==> src/common/ofc_pkg.sv <==
// Constants and carrier types of the output fault float control block.
// Assumes a 32-bit APB master and one system clock.
package ofc_pkg;

  // --------------------------------------------------------------
  // Register map
  // --------------------------------------------------------------
  localparam logic [15:0] OFC_CTRL_INDEX = 16'hFF69;
  localparam logic [31:0] OFC_CTRL_ADDR  = {14'h0000, OFC_CTRL_INDEX, 2'h0};
  localparam logic [7:0]  OFC_CTRL_RESET = 8'h00;

  // --------------------------------------------------------------
  // Field positions of output_float_ctrl
  // --------------------------------------------------------------
  localparam int OFC_BIT_ENABLE  = 7;
  localparam int OFC_BIT_GATE    = 6;
  localparam int OFC_BIT_FALL    = 5;
  localparam int OFC_BIT_RISE    = 4;
  localparam int OFC_BIT_TRIGGER = 3;
  localparam int OFC_BIT_RELEASE = 2;
  localparam int OFC_BIT_STATUS  = 0;

  localparam int OFC_NUM_PINS    = 6;
  localparam int OFC_SYNC_STAGES = 2;

  // --------------------------------------------------------------
  // Carrier types
  // --------------------------------------------------------------
  typedef enum logic [1:0] {
    OFC_EDGE_NONE,
    OFC_EDGE_RISE,
    OFC_EDGE_FALL,
    OFC_EDGE_BAD
  } ofc_edge_t;

  typedef struct packed {
    logic        psel;
    logic        penable;
    logic        pwrite;
    logic [31:0] paddr;
    logic [31:0] pwdata;
  } ofc_apb_req_t;

  typedef struct packed {
    logic [31:0] prdata;
    logic        pready;
    logic        pslverr;
  } ofc_apb_rsp_t;

  typedef struct packed {
    logic enable;
    logic gate_mode;
    logic fall_sel;
    logic rise_sel;
    logic status;
  } ofc_ctrl_t;

endpackage : ofc_pkg

==> src/ofc_fault_sync.sv <==
// Two-stage synchroniser for the fault input, plus a delayed copy.
// Assumes the fault input is asynchronous to clk.
`timescale 1ns/1ps
`default_nettype none
module ofc_fault_sync
  import ofc_pkg::*;
(
  input  wire logic clk,
  input  wire logic resetn,
  input  wire logic fault_input_pin,
  output var  logic fault_level,
  output var  logic fault_level_d
);

  logic [OFC_SYNC_STAGES-1:0] sync;
  logic [OFC_SYNC_STAGES-1:0] next_sync;
  logic                       next_level_d;

  always_comb begin
    next_sync    = {sync[OFC_SYNC_STAGES-2:0], fault_input_pin};
    next_level_d = sync[OFC_SYNC_STAGES-1];
  end

  always_ff @(posedge clk or negedge resetn) begin
    if (!resetn) begin
      sync          <= '0;
      fault_level_d <= 1'b0;
    end else begin
      sync          <= next_sync;
      fault_level_d <= next_level_d;
    end
  end

  assign fault_level = sync[OFC_SYNC_STAGES-1];
endmodule : ofc_fault_sync
`default_nettype wire

==> src/ofc_pin_gate.sv <==
// Output buffers of the six inverter timer pins with float control.
// Assumes timer outputs are synchronous to clk.
`timescale 1ns/1ps
`default_nettype none
module ofc_pin_gate
  import ofc_pkg::*;
(
  input  wire logic                    clk,
  input  wire logic                    resetn,
  input  wire logic [OFC_NUM_PINS-1:0] timer_out,
  input  wire logic                    float_pins,
  output var  logic [OFC_NUM_PINS-1:0] pin_out,
  output var  logic [OFC_NUM_PINS-1:0] pin_oe
);

  logic [OFC_NUM_PINS-1:0] next_out;
  logic [OFC_NUM_PINS-1:0] next_oe;

  always_comb begin
    for (int i = 0; i < OFC_NUM_PINS; i++) begin
      next_out[i] = float_pins ? 1'b0 : timer_out[i];
      next_oe[i]  = ~float_pins;
    end
  end

  always_ff @(posedge clk or negedge resetn) begin
    if (!resetn) begin
      pin_out <= '0;
      pin_oe  <= '0;
    end else begin
      pin_out <= next_out;
      pin_oe  <= next_oe;
    end
  end
endmodule : ofc_pin_gate
`default_nettype wire

==> src/ofc_top.sv <==
// Output fault float control: APB register, fault detection, pin float.
// Assumes an APB master on clk and six timer outputs to be gated.
`timescale 1ns/1ps
`default_nettype none

module ofc_top
  import ofc_pkg::*;
(
  input  wire logic                    clk,
  input  wire logic                    resetn,
  input  wire ofc_apb_req_t            apb_req,
  output var  ofc_apb_rsp_t            apb_rsp,
  input  wire logic                    fault_input_pin,
  input  wire logic [OFC_NUM_PINS-1:0] timer_out,
  output var  logic [OFC_NUM_PINS-1:0] pin_out,
  output var  logic [OFC_NUM_PINS-1:0] pin_oe,
  output var  logic                    float_active
);

  // --------------------------------------------------------------
  // Decode helpers
  // --------------------------------------------------------------
  function automatic ofc_edge_t edge_mode(input ofc_ctrl_t c);
    unique case ({c.fall_sel, c.rise_sel})
      2'b00:   edge_mode = OFC_EDGE_NONE;
      2'b01:   edge_mode = OFC_EDGE_RISE;
      2'b10:   edge_mode = OFC_EDGE_FALL;
      default: edge_mode = OFC_EDGE_BAD;
    endcase
  endfunction : edge_mode

  function automatic logic abnormal_level(input ofc_ctrl_t c,
                                          input logic lvl);
    unique case (edge_mode(c))
      OFC_EDGE_RISE: abnormal_level = lvl;
      OFC_EDGE_FALL: abnormal_level = ~lvl;
      default:       abnormal_level = 1'b0;
    endcase
  endfunction : abnormal_level

  function automatic logic valid_edge(input ofc_ctrl_t c,
                                      input logic lvl,
                                      input logic lvl_d);
    unique case (edge_mode(c))
      OFC_EDGE_RISE: valid_edge = lvl & ~lvl_d;
      OFC_EDGE_FALL: valid_edge = ~lvl & lvl_d;
      default:       valid_edge = 1'b0;
    endcase
  endfunction : valid_edge

  // --------------------------------------------------------------
  // Fault input synchroniser
  // --------------------------------------------------------------
  logic fault_level;
  logic fault_level_d;

  ofc_fault_sync u_sync (
    .clk             (clk),
    .resetn          (resetn),
    .fault_input_pin (fault_input_pin),
    .fault_level     (fault_level),
    .fault_level_d   (fault_level_d)
  );

  // --------------------------------------------------------------
  // APB decode
  // --------------------------------------------------------------
  ofc_ctrl_t    ctrl;
  ofc_ctrl_t    next_ctrl;
  ofc_apb_rsp_t next_rsp;
  logic         addr_hit;
  logic         setup;
  logic         access;
  logic         wr;
  logic [7:0]   wbyte;
  logic [7:0]   rbyte;

  always_comb begin
    addr_hit = apb_req.paddr == OFC_CTRL_ADDR;
    setup    = apb_req.psel & ~apb_req.penable;
    access   = apb_req.psel & apb_req.penable & apb_rsp.pready;
    wr       = access & apb_req.pwrite & addr_hit;
    wbyte    = apb_req.pwdata[7:0];
  end

  // --------------------------------------------------------------
  // Fault and command qualification
  // --------------------------------------------------------------
  logic fault_abn;
  logic fault_edge;
  logic trig_req;
  logic rel_req;
  logic trig_ok;
  logic rel_ok;
  logic set_status;

  always_comb begin
    fault_abn  = abnormal_level(ctrl, fault_level);
    fault_edge = ctrl.enable
               & valid_edge(ctrl, fault_level, fault_level_d);
    trig_req   = wr & wbyte[OFC_BIT_TRIGGER];
    rel_req    = wr & wbyte[OFC_BIT_RELEASE];
    trig_ok    = trig_req & ctrl.enable & ~fault_abn;
    rel_ok     = rel_req & ~(ctrl.gate_mode & fault_abn);
    set_status = fault_edge | trig_ok;
  end

  // --------------------------------------------------------------
  // Control register next state
  // --------------------------------------------------------------
  always_comb begin
    next_ctrl = ctrl;
    if (wr) begin
      // Status bit is not writable; command bits are not stored
      next_ctrl.enable    = wbyte[OFC_BIT_ENABLE];
      next_ctrl.gate_mode = wbyte[OFC_BIT_GATE];
      next_ctrl.fall_sel  = wbyte[OFC_BIT_FALL];
      next_ctrl.rise_sel  = wbyte[OFC_BIT_RISE];
    end
    // Hardware set wins over a release in the same cycle
    if (set_status) begin
      next_ctrl.status = 1'b1;
    end else if (rel_ok) begin
      next_ctrl.status = 1'b0;
    end
    if (!next_ctrl.enable) begin
      next_ctrl.status = 1'b0;
    end
  end

  always_ff @(posedge clk or negedge resetn) begin
    if (!resetn) begin
      ctrl <= ofc_ctrl_t'(5'h00);
    end else begin
      ctrl <= next_ctrl;
    end
  end

  // --------------------------------------------------------------
  // Read data and response
  // --------------------------------------------------------------
  always_comb begin
    rbyte                 = OFC_CTRL_RESET;
    rbyte[OFC_BIT_ENABLE] = ctrl.enable;
    rbyte[OFC_BIT_GATE]   = ctrl.gate_mode;
    rbyte[OFC_BIT_FALL]   = ctrl.fall_sel;
    rbyte[OFC_BIT_RISE]   = ctrl.rise_sel;
    rbyte[OFC_BIT_STATUS] = ctrl.status;
  end

  always_comb begin
    next_rsp.pready  = setup;
    next_rsp.pslverr = setup & ~addr_hit;
    next_rsp.prdata  = 32'h0000_0000;
    if (setup && addr_hit && !apb_req.pwrite) begin
      next_rsp.prdata = {24'h00_0000, rbyte};
    end
  end

  always_ff @(posedge clk or negedge resetn) begin
    if (!resetn) begin
      apb_rsp      <= '0;
      float_active <= 1'b0;
    end else begin
      apb_rsp      <= next_rsp;
      float_active <= next_ctrl.status;
    end
  end

  // --------------------------------------------------------------
  // Output buffers
  // --------------------------------------------------------------
  logic float_pins;

  always_comb begin
    float_pins = ctrl.enable & ctrl.status;
  end

  ofc_pin_gate u_pins (
    .clk        (clk),
    .resetn     (resetn),
    .timer_out  (timer_out),
    .float_pins (float_pins),
    .pin_out    (pin_out),
    .pin_oe     (pin_oe)
  );
endmodule : ofc_top
`default_nettype wire

==> config.mk <==
export PLATFORM = sky130hd
export DESIGN_NAME = ofc_top
export DESIGN_NICKNAME = d
export VERILOG_FILES = /design/src/common/ofc_pkg.sv /design/src/ofc_fault_sync.sv /design/src/ofc_pin_gate.sv /design/src/ofc_top.sv
export SDC_FILE = /design/constraint.sdc
export NUM_CORES = 1
export LEC_CHECK = 0
export BUFFER_PORTS_ARGS = -buffer_cell sky130_fd_sc_hd__clkbuf_2
export CORE_MARGIN = 2
export CORE_UTILIZATION = 32
export CTS_BUF_LIST = sky130_fd_sc_hd__clkbuf_8
export DETAILED_ROUTE_END_ITERATION = 8
export PLACE_DENSITY_LB_ADDON = 0.12
export SLEW_MARGIN = 25
export SYNTH_ARGS = -nofsm -noshare
export SYNTH_HDL_FRONTEND = slang
export SYNTH_SLANG_ARGS = --single-unit
export TNS_END_PERCENT = 1
==> constraint.sdc <==
create_clock -name clk -period 1.3 [get_ports clk]
set_input_delay 0 -clock clk [delete_from_list [all_inputs] [get_ports clk]]
set_output_delay 0 -clock clk [all_outputs]
set_load 0.03 [all_outputs]
; ---- Word-level counts from Yosys, hierarchy flattened
; Index checks and enable logic that the tools add are counted.
[totals]
regBits = 25
in_bits = 76
output_inout_bits = 47
[op_classes]
n_eq_ne = 6
n_mux = 14
bitwise_logic = 24
n_reduce_logical = 4
[ops]
columns = operator, n
row1 = $eq 32x18->1 const B, 1
row2 = $and 1x1->1, 16
row3 = $mux 1, 9
row4 = $mux 8, 1
row5 = $not 1->1, 7
row6 = $pmux 2 s3, 1
row7 = $eq 2x1->1 const B, 2
row8 = $eq 2x2->1 const B, 2
row9 = $mux 4, 1
row10 = $pmux 1 s2, 2
row11 = $ne 3x1->1 const B, 1
row12 = $logic_and 1x1->1, 2
row13 = $logic_not 2->1, 1
row14 = $logic_not 1->1, 1
row15 = $or 1x1->1, 1

; ---- Longest topological paths before layout
; Gate-level depths: netlist (run 1).
[depth]
word_depth = 10
depth_mapped = 6

; ---- By module
; Synthesis (run 1) repeated with hierarchy kept, for this count alone.
[hier_totals]
cells_unflattened = 105
hier_area_um2 = 1159.9
[by_module_without_submodules]
columns = module, instances, cells_per_inst, area_each_um2, seq_area_each_um2
row1 = ofc_top, 1, 83, 830.8, 300.3
row2 = ofc_pin_gate, 1, 19, 254.0, 175.2
row3 = ofc_fault_sync, 1, 3, 75.1, 75.1

; ---- Least setup slack after synthesis (run 1)
; No wires, ideal clock.
[synth_timing]
path_type = input-to-reg
startpoint = in apb_req[50] in the netlist's numbering
endpoint = reg ctrl[1] in the netlist's numbering
setup_time_ps = 125
arrival_ps = 1326
setup_slack_ps = -151
cell_stages = 4
path_cell_list = nand4b_1 or4_4 nor3_4 mux2_2
[synth_via]
elab_chain_len = 2
[synth_rtl]
columns = item, line_no
row1 = from (decl), ofc_top.sv:11  ; input wire ofc_apb_req_t apb_req,
row2 = $eq 32x18->1, ofc_top.sv:79  ; addr_hit = apb_req.paddr == OFC_CTRL_ADDR;
row3 = $and 1x1->1, ofc_top.sv:82  ; wr = access & apb_req.pwrite & addr_hit;
row4 = to (signal assigned), ofc_top.sv:133  ; ctrl <= ofc_ctrl_t'(5'h00);
row5 = to (signal assigned), ofc_top.sv:135  ; ctrl <= next_ctrl;
row6 = to (decl), ofc_top.sv:68  ; ofc_ctrl_t ctrl;
; Every way passes these cells.
; A chain may end at the register's enable or synchronous reset.

; ---- Final worst setup path (run 1)
[layout_timing]
startpoint = reg ctrl[1] in the netlist's numbering
endpoint = reg float_active
[layout_via]
elab_chain_len = 9
elab_cells_between_ends = 18
cone_classes = eq/ne: 5 / mux: 5 / bitwise: 7 / reduce/logical: 1
[layout_rtl]
columns = item, line_no
row1 = $eq 2x2->1 (tied with other cells), ofc_top.sv:24  ; unique case ({c.fall_sel, c.rise_sel})
row2 = $pmux 2 s3 (*), ofc_top.sv:24
row3 = $eq 2x2->1 / $eq 2x1->1 (equally long branches), "ofc_top.sv:34, ofc_top.sv:44"
row4 = $pmux 1 s2, ofc_top.sv:34  ; unique case (edge_mode(c))
row5 = $not 1->1, ofc_top.sv:103  ; trig_ok = trig_req & ctrl.enable & ~fault_abn;
row6 = $and 1x1->1, ofc_top.sv:103
row7 = $or 1x1->1, ofc_top.sv:105  ; set_status = fault_edge | trig_ok;
row8 = $mux 1, ofc_top.sv:121  ; if (set_status) begin
row9 = $mux 1, ofc_top.sv:126  ; if (!next_ctrl.enable) begin
row10 = to (signal assigned), ofc_top.sv:166  ; float_active <= next_ctrl.status;
row11 = to (decl), ofc_top.sv:17  ; output var logic float_active
; Every way passes the cells marked *; elsewhere a longest branch is shown, timed or not.

==> flow_metrics.tcl, run 1 <==
set metrics [dict create \
    synth-seq-area-share_pct 47.77 \
    use_met2_pct 21.74 \
    whs_ps 30.91 \
    rr_worst_depth 6 \
    cp_cell_sequence "inv_1 > ha_2 > nand2b_1 > a21oi_2 > o31ai_2 > mux2i_1" \
    grt_usage_pct 12.63 \
    final_cell_count_no_fill 236 \
    worstPathMaxFanout 3 \
    ys_async_sr_fraction_pct 100.0 \
    timing.slew.headroom_pct 65.43 \
    power_w 0.001602 \
    postRouteAntennaNets 0 \
    vias 933 \
    dpl.cell_count 218 \
    use_met3_pct 1.937 \
    worstReg2RegStart "ctrl[1]" \
    crit_cells 6 \
    cts_inserted_buffers 3 \
    tns_ps -59.25 \
    cp_top_family "flip-flops" \
    gr-total-overflow 0 \
    ys_types 23 \
    startpoint_type "flip-flop" \
    drt-wirelength-per-cell_um 9.983 \
    numClockSinks 22 \
    dp_hpwl_um 1880 \
    use_met1_pct 14.80 \
    tritoncts "built" \
    vias_per_cell 3.953 \
    ys_dominant_reg_cell "dfrtp_1" \
    dr.pass1.iters 3 \
    grt_most_used_layer "met2" \
    coreArea_sq_um 3390 \
    finClkSkew_ps 2.156 \
    postSynthAreaPerCell_sq_um 11.08 \
    worst_pin_slew_ps 518.5 \
    rsz0062_at_grt "yes" \
    htreeDepth 1 \
    p_leak_nw 0.8925 \
    period_needed_ps 1359 \
    peakVddDrop_uv 374.1 \
    crit_start "ctrl[1]" \
    drive_gt1_share_pct 48.42 \
    netlist_area_sq_um 1152 \
    diodes 0 \
    syn_to_final_growth_pct 45.60 \
    finalHoldViolations 0 \
    antenna_found_initial 0 \
    postSynthCellCount 104 \
    worstReg2RegEnd "float_active" \
    grt_pass1_vias 911 \
    violations "negative setup slack" \
    cp.arrival_ps 1500 \
    clockBufferDepth 2 \
    finalCritPeriodShare_pct 104.6 \
    drt_wl_total_um 2356 \
    status "complete, but fails checks" \
    nets 269 \
    min_path_type "primary input to flip-flop" \
    synth_warnings 0 \
    grt_pass1_wl_um 4029 \
    finalMaxSlewViolations 0 \
    remaining_drc_errors 0 \
    crit_path_end "float_active" \
    critPathSlowestCell "dfrtp_1" \
    power_density_nw_per_um2 954.9 \
    cts_root_buf "clkbuf_8" \
    setup_viol 1 \
    core.rowCount 21 \
    die_x_um 64.01 \
    num-fill-cells 335 \
    drv_cap 0 \
    drtIter0Drc 25 \
    synth_seq_cells 22 \
    cp.buffers_inverters 1 \
    grt_max_degree 23 \
    die_area_sq_um 4097 \
    synth-edff-count 0 \
    clk_pin_slew_ps 70 \
    reg2reg_slack_ps -60 \
    start_util_pct 34.00 \
    hp-start "apb_req[66]" \
    gp_congestion 0.8089 \
    fp.dieH_um 64.01 \
    clk_latency_ps 260 \
    setup_slack_ps -59.25 \
    path_class "flip-flop to flip-flop" \
    port_buffers 69 \
    clock.fmax_mhz 735.7 \
    cp.required_ps 1440 \
    critical_path.max_stage_delay_ps 370 \
    io_pins 123 \
    critPathCaptureType "flip-flop" \
]
-- final cells by class --
type / count / area, sq um / area share [%]
inverters: 4 / 15.01 / 0.8949
flip-flops and latches: 22 / 551.8 / 32.89
multi-input cells: 72 / 464.2 / 27.67
well taps: 46 / 57.56 / 3.430
clock buffers: 3 / 41.29 / 2.461
repair buffers: 88 / 518.0 / 30.87
clock inverters: 1 / 30.03 / 1.790
-- what timing repair did --
| action | 4_1_cts | 5_1_grt |
|---|---|---|
| endpoints found under the hold margin | 33 | 0 |
| hold buffers | 12 | 0 |
| pin swaps | 4 | 1 |
| gates cloned | 0 | 0 |
| resized for setup | 3 | 2 |
| setup buffers | 1 | 1 |
| setup endpoints to repair | 5 | 10 |
-- layout by cell type (no fill, tap or decap) --
cell | netlist | layout
o22ai_1 | 1 | 1
bufinv_16 | 0 | 1
mux2_2 | 4 | 4
nor3_4 | 1 | 1
nand2b_1 | 2 | 2
clkbuf_8 | 0 | 3
dlygate4sd3_1 | 0 | 12
nand4bb_1 | 1 | 1
nand4b_1 | 3 | 3
nand3b_1 | 2 | 2
a21oi_2 | 0 | 1
nand4_1 | 2 | 2
mux2i_1 | 2 | 2
o31ai_2 | 0 | 1
nor4_1 | 4 | 3
or4_4 | 1 | 1
nand2_1 | 2 | 2
ha_2 | 0 | 2
nor2_1 | 2 | 2
a21oi_1 | 2 | 1
buf_4 | 32 | 7
inv_1 | 4 | 4
and3_1 | 1 | 1
nor4b_1 | 1 | 1
dfrtp_2 | 0 | 1
and2_1 | 11 | 11
dfrtp_1 | 22 | 21
clkbuf_2 | 0 | 69
conb_1 | 1 | 27
nor4_2 | 0 | 1
-- worst min path at each step --
stage	cells after the start	slack [ps]	endpoint
6_report	3	30	apb_rsp[1]
2_1_floorplan	0	-300	apb_rsp[0]
5_1_grt	3	70	apb_rsp[1]
4_1_cts	3	6	apb_rsp[1]
3_5_place_dp	1	7	apb_rsp[7]
3_3_place_gp	1	2	u_sync.fault_level_d
-- cells in the mapped netlist (2+ instances only) --
library cell	instances	area share [%]
nor4_1	4	2.2
dfrtp_1	22	48
nand4_1	2	1.1
and2_1	11	6.0
mux2i_1	2	1.7
mux2_2	4	3.9
nand4b_1	3	2.3
nand2_1	2	0.65
buf_4	32	21
nor2_1	2	0.65
a21oi_1	2	0.87
inv_1	4	1.3
nand3b_1	2	1.3
nand2b_1	2	1.1
ha_1	2	2.2
-- tightest hold or removal path, stage by stage --
cell and delay [ps]:
clkbuf_2 100, nand2b_1 100, inv_1 60
-- stage by stage --
step	utilization, %	area [sq um]	worst slack, ps
5_1_grt	49.50	1678	-135.4
3_3_place_gp	42.82	1451	-237.9
3_5_place_dp	42.82	1451	-253.0
6_report	49.50	1678	-59.25
2_1_floorplan	-	1251	-101.0
4_1_cts	48.98	1660	-58.23
-- logic make-up after synthesis --
logic type,synth area share [%]
buffers and inverters,22.15
flip-flops,47.77
multiplexers,5.646
AND/OR/NAND/NOR,19.87
other,0.3254
adder cells (fa/ha/maj),2.171
AO/OA/AOI/OAI,2.064
-- registers in the layout (all words and copies together) (netlist names) --
| signal | cells |
|---|---|
| float_active | 1 |
| u_sync.fault_level_d | 1 |
| u_sync.sync | 2 |
| ctrl | 4 |
| u_pins.pin_oe | 1 |
| apb_rsp | 7 |
| u_pins.pin_out | 6 |
-- layer usage --
layer / share of wire (%) / up-vias
met1: 37 / 419
met5: 0 / -
met3: 6.6 / 4
met4: 2.0 / 0
met2: 54 / 48
li1: - / 462
-- where the power goes --
part / internal (W) / leakage (nW) / total, W / switching, W
combinational: 0.0000962 / 0.579 / 0.000276 / 0.000180
sequential: 0.000701 / 0.278 / 0.000708 / 0.00000678
clock: 0.000411 / 0.0357 / 0.000618 / 0.000207
No activity file was read; power rests on OpenSTA's default activity.
==> inputs of run 2 (changes only) <==
--- a/config.mk
+++ b/config.mk
@@ -6,5 +6,5 @@
 export NUM_CORES = 1
 export LEC_CHECK = 0
-export BUFFER_PORTS_ARGS = -buffer_cell sky130_fd_sc_hd__clkbuf_2
+export BUFFER_PORTS_ARGS = -buffer_cell sky130_fd_sc_hd__buf_2
 export CORE_MARGIN = 2
 export CORE_UTILIZATION = 32
@@ -15,4 +15,5 @@
 export SYNTH_ARGS = -nofsm -noshare
 export SYNTH_HDL_FRONTEND = slang
+export SYNTH_HIERARCHICAL = 1
 export SYNTH_SLANG_ARGS = --single-unit
 export TNS_END_PERCENT = 1
==> constraint.sdc (replaced) <==
create_clock -name clk -period 1.3 [get_ports clk]
set_input_delay 0 -clock clk [delete_from_list [all_inputs] [get_ports clk]]
set_output_delay 0 -clock clk [all_outputs]
set_load 0.1 [all_outputs]
==> flow_metrics.tcl, run 2 <==
set metrics [dict create \
    ys_types 25 \
    power_w 0.001757 \
    grt_max_degree 23 \
    diodes 0 \
    power_density_nw_per_um2 1053 \
    rr_worst_depth 6 \
    dr.pass1.iters 4 \
    gp_congestion 0.6595 \
    yosysTopAreaCellShare_pct 47.46 \
    tritoncts "built" \
    core.rowCount 21 \
    p_leak_nw 0.8909 \
    tns_ps -65.14 \
    netlist_area_sq_um 1160 \
    fin_area_sq_um 1669 \
    synth-seq-area-share_pct 47.46 \
    start_util_pct 33.96 \
    finalCritPeriodShare_pct 105.0 \
    synth_top_family_by_area "buffers and inverters" \
    grt_usage_pct 11.59 \
    numClockSinks 22 \
    drt-wirelength-per-cell_um 9.782 \
    synth.most_common_cell "buf_4" \
    clk_latency_ps 260 \
    synth_fa_ha_area_share_pct 2.157 \
    period_needed_ps 1365 \
    critical_path.max_stage_delay_ps 380 \
    place_ws_ps -169.0 \
    finClkSkew_ps 2.223 \
    min_path_type "primary input to flip-flop" \
    cp.buffers_inverters 1 \
    cp_cell_sequence "inv_1 > ha_2 > mux2i_2 > o22ai_1 > o31ai_1 > mux2i_1" \
    cts_root_buf "clkbuf_8" \
    critPathSlowestCell "dfrtp_1" \
    cts_inserted_buffers 3 \
    drt_wl_total_um 2328 \
    ys_async_sr_fraction_pct 100.0 \
    mostFrequentLayoutCell "buf_2" \
    setup_slack_ps -65.14 \
    ys_dominant_reg_cell "dfrtp_1" \
    clk_pin_slew_ps 70 \
    dpl_cell_area_sq_um 1470 \
    largest_register_ffs 7 \
    htreeDepth 1 \
    violations "negative setup slack" \
    nets 271 \
    vias_per_cell 4.013 \
    dpl.cell_count 220 \
    startpoint_type "flip-flop" \
    postSynthCellCount 105 \
    cp_top_family "flip-flops" \
    synth-edff-count 0 \
    status "complete, but fails checks" \
    synth_warnings 6 \
    fp.dieH_um 64.21 \
    rsz0062_at_grt "yes" \
    dp_hpwl_um 1903 \
    worstPathMaxFanout 3 \
    synth_compound_area_share_pct 1.618 \
    syn_to_final_growth_pct 43.91 \
    drtIter0Drc 37 \
    cp.arrival_ps 1500 \
    crit_cells 6 \
    reg_top3 "apb_rsp x7, u_pins/pin_out x6, ctrl x4" \
    antenna_found_initial 0 \
    die_x_um 64.21 \
    gr-total-overflow 0 \
    layout_common_cells "buf_2, conb_1, dfrtp_1" \
    path_class "flip-flop to flip-flop" \
    clockBufferDepth 2 \
    regMostFlops "apb_rsp" \
    finalHoldViolations 0 \
    grt_pass1_vias 905 \
    port_buffers 69 \
    final_cell_count_no_fill 238 \
    coreArea_sq_um 3416 \
    synth_common_cells "buf_4, dfrtp_1, and2_1, nor2b_1, inv_1" \
    setup_viol 1 \
    synth_seq_cells 22 \
    postRouteAntennaNets 0 \
    synth_top_area_cell "dfrtp_1" \
    cp.required_ps 1440 \
    remaining_drc_errors 0 \
    critPathCaptureType "flip-flop" \
    clock.fmax_mhz 732.5 \
    die_area_sq_um 4122 \
    synth_mux_area_share_pct 5.609 \
    synth_xor_area_share_pct 0 \
    finalMaxSlewViolations 0 \
    postSynthAreaPerCell_sq_um 11.05 \
    drv_cap 0 \
    yosys.area_share.simple_pct 20.50 \
    peakVddDrop_uv 417.5 \
    vias 955 \
    hold_depth 3 \
    io_pins 123 \
    synth_area_leaders "dfrtp_1, buf_4, mux2_2" \
    grt_pass1_wl_um 3774 \
    drive_gt1_share_pct 47.92 \
]
-- run 2: per-stage QoR --
step                hold WS, ps  utilization, %
floorplan                -295.6               -
global placement         -20.02           43.04
detailed placement       -10.71           43.04
CTS                       13.26           48.64
global route              34.04           48.86
finish                    13.88           48.86
-- run 2: cell families (layout without fill, tap and decap cells) --
group	Yosys count	in the layout
adder cells (fa/ha/maj)	2	2
AND/OR/NAND/NOR	34	34
other	1	27
buffers and inverters	37	98
flip-flops	22	22
multiplexers	6	6
AO/OA/AOI/OAI	3	3
-- run 2: final timing paths --
| check | from | endpoint | slack (ps) |
|---|---|---|---|
| max | ctrl[2] | float_active | -70 |
| min | apb_req[66] | apb_rsp[1] | 10 |
| max reg2reg | ctrl[2] | float_active | -70 |
| min reg2reg | u_sync/sync[0] | u_sync/sync[1] | 360 |
| max in group asynchronous | resetn | apb_rsp[1] | 700 |
| min in group asynchronous | resetn | u_pins/pin_out[4] | 240 |
-- run 2: metal layers --
metal	part of all wire, %	global-route usage [%]	up-vias
met5	0	0	-
met4	1.5	4.787	0
met3	8.1	1.937	4
met2	53	21.35	48
met1	37	13.13	434
li1	-	-	469
-- run 2: layout make-up --
cell class / instances / area (sq um)
multi-input cells: 72 / 456.7
fillers: 342 / 1747
repair buffers: 89 / 525.5
flip-flops and latches: 22 / 555.5
well taps: 46 / 57.56
inverters: 5 / 18.77
clock buffers: 4 / 55.05
-- run 2: report_power, final --
group	internal, W	switching [W]	leakage [nW]
Sequential	0.000702	0.00000651	0.276
Combinational	0.0000958	0.000482	0.586
Clock	0.000269	0.000202	0.0288
-- run 2: worst reg2reg max path: stages, from the launching register on --
cell,delay (ps)
dfrtp_1,380
inv_1,60
ha_2,180
mux2i_2,190
o22ai_1,100
o31ai_1,230
mux2i_1,100
-- run 2: repair_timing --
action	in CTS	in global routing
hold buffers	12	0
endpoints found under the hold margin	33	0
pin swaps	3	0
gates resized for setup	3	0
setup buffers	1	1
gates cloned	0	0
setup endpoints to repair	1	5
==> inputs of run 3 (changes only) <==
--- a/config.mk
+++ b/config.mk
@@ -12,4 +12,5 @@
 export DETAILED_ROUTE_END_ITERATION = 8
 export PLACE_DENSITY_LB_ADDON = 0.12
+export RECOVER_POWER = 50
 export SLEW_MARGIN = 25
 export SYNTH_ARGS = -nofsm -noshare
==> constraint.sdc (replaced) <==
create_clock -name clk -period 1.3 [get_ports clk]
set_input_delay 0 -clock clk [delete_from_list [all_inputs] [get_ports clk]]
set_output_delay 0 -clock clk [all_outputs]
set_load 0.05 [all_outputs]
==> flow_metrics.tcl, run 3 (same netlist as run 2, synthesis figures left out) <==
set metrics [dict create \
    layout_common_cells "buf_2, conb_1, dfrtp_1" \
    core.rowCount 21 \
    violations "negative setup slack" \
    p_leak_nw 0.8828 \
    grt_usage_pct 11.07 \
    period_needed_ps 1348 \
    min_path_type "primary input to flip-flop" \
    die_area_sq_um 4122 \
    vias 957 \
    grt_pass1_vias 892 \
    path_class "flip-flop to flip-flop" \
    gp_congestion 0.6488 \
    postRouteAntennaNets 0 \
    finalHoldViolations 0 \
    vias_per_cell 4.038 \
    startpoint_type "flip-flop" \
    clock.fmax_mhz 742.0 \
    gr-total-overflow 0 \
    status "complete, but fails checks" \
    drive_gt1_share_pct 45.55 \
    worstPathMaxFanout 3 \
    cp.required_ps 1440 \
    timing.slew.headroom_pct 60.52 \
    antenna_found_initial 0 \
    port_buffers 69 \
    grt_pass1_wl_um 3546 \
    drtIter0Drc 21 \
    dpl.cell_count 220 \
    finalMaxSlewViolations 0 \
    numClockSinks 22 \
    mostFrequentLayoutCell "buf_2" \
    cp.arrival_ps 1490 \
    io_pins 123 \
    power_density_nw_per_um2 1015 \
    clk_pin_slew_ps 80 \
    whs_ps 14.73 \
    coreArea_sq_um 3416 \
    cts_root_buf "clkbuf_8" \
    dp_hpwl_um 1834 \
    critPathCaptureType "flip-flop" \
    dpl_cell_area_sq_um 1466 \
    finalCritPeriodShare_pct 103.7 \
    syn_to_final_growth_pct 44.01 \
    die_x_um 64.21 \
    fp.dieH_um 64.21 \
    largest_register_ffs 7 \
    clk_latency_ps 260 \
    fin_area_sq_um 1670 \
    remaining_drc_errors 0 \
    drt_wl_total_um 2270 \
    cts_inserted_buffers 3 \
    place_ws_ps -168.3 \
    dr.pass1.iters 4 \
    reg_top3 "apb_rsp x7, u_pins/pin_out x6, ctrl x4" \
    diodes 0 \
    finClkSkew_ps 3.948 \
    setup_viol 1 \
    nets 270 \
    start_util_pct 33.96 \
    grt_max_degree 23 \
    power_w 0.001695 \
    rsz0062_at_grt "yes" \
    worst_pin_slew_ps 594.8 \
    drt-wirelength-per-cell_um 9.578 \
    setup_slack_ps -47.67 \
    tritoncts "built" \
    htreeDepth 1 \
    regMostFlops "apb_rsp" \
    peakVddDrop_uv 372.3 \
    clockBufferDepth 2 \
    drv_cap 0 \
    final_cell_count_no_fill 237 \
]
-- run 3: changes by cell type in the layout (fill, tap and decap cells not counted), sizes merged --
| cell | before | now |
|---|---|---|
| bufinv | 0 | 1 |
| buf | 77 | 72 |
| clkbuf | 4 | 7 |
-- run 3: layout make-up --
class | count | area (sq um)
clock buffers | 3 | 41.29
clock inverters | 1 | 30.03
flip-flops and latches | 22 | 551.8
repair buffers | 88 | 514.2
multi-input cells | 72 | 456.7
well taps | 46 | 57.56
fillers | 358 | 1745
inverters | 5 | 18.77
-- run 3: metrics by stage --
step / TNS (ps) / util (%)
finish: -47.67 / 48.90
floorplan: -344.2 / -
CTS: -59.80 / 49.01
global placement: -908.2 / 42.93
global route: -249.7 / 48.90
detailed placement: -1204 / 42.93
-- run 3: where the power goes --
| part | total [W] | internal [W] | switching (W) |
|---|---|---|---|
| sequential | 0.000708 | 0.000701 | 0.00000666 |
| combinational | 0.000359 | 0.0000955 | 0.000263 |
| clock | 0.000628 | 0.000411 | 0.000217 |
| total | 0.00169 | 0.00121 | 0.000487 |
-- run 3: timing repair --
action                                  4_1_cts  5_1_grt
hold buffers                                 12        0
buffers inserted                              1        0
pin swaps                                     3        0
endpoints found under the setup margin        1        5
endpoints found under the hold margin        34        0
gates resized for setup                       3        0
-- run 3: path summary, 6_finish.rpt --
path,slack [ps],start,endpoint,cells past startpoint
worst min-delay path,10,apb_req[66],apb_rsp[1],3
worst min register to register,360,u_sync/sync[0],u_sync/sync[1],0
min in group asynchronous,240,resetn,u_pins/pin_out[5],2
worst max-delay path,-50,ctrl[2],float_active,6
worst max register to register,-50,ctrl[2],float_active,6
max in group asynchronous,680,resetn,apb_rsp[1],2
-- run 3: routing by layer --
| metal | track usage [%] | up-vias | part of all wire (%) |
|---|---|---|---|
| li1 | - | 462 | - |
| met1 | 11.79 | 436 | 37 |
| met2 | 20.70 | 54 | 52 |
| met3 | 1.408 | 5 | 8.4 |
| met4 | 6.383 | 0 | 2.3 |
| met5 | 0 | - | 0 |
-- run 3: worst max-delay path, stage by stage, from the launching register on --
cell     delay [ps]
dfrtp_1         400
inv_1            70
ha_2            180
mux2i_2          80
and3_1          170
o31ai_1         220
mux2i_1         110
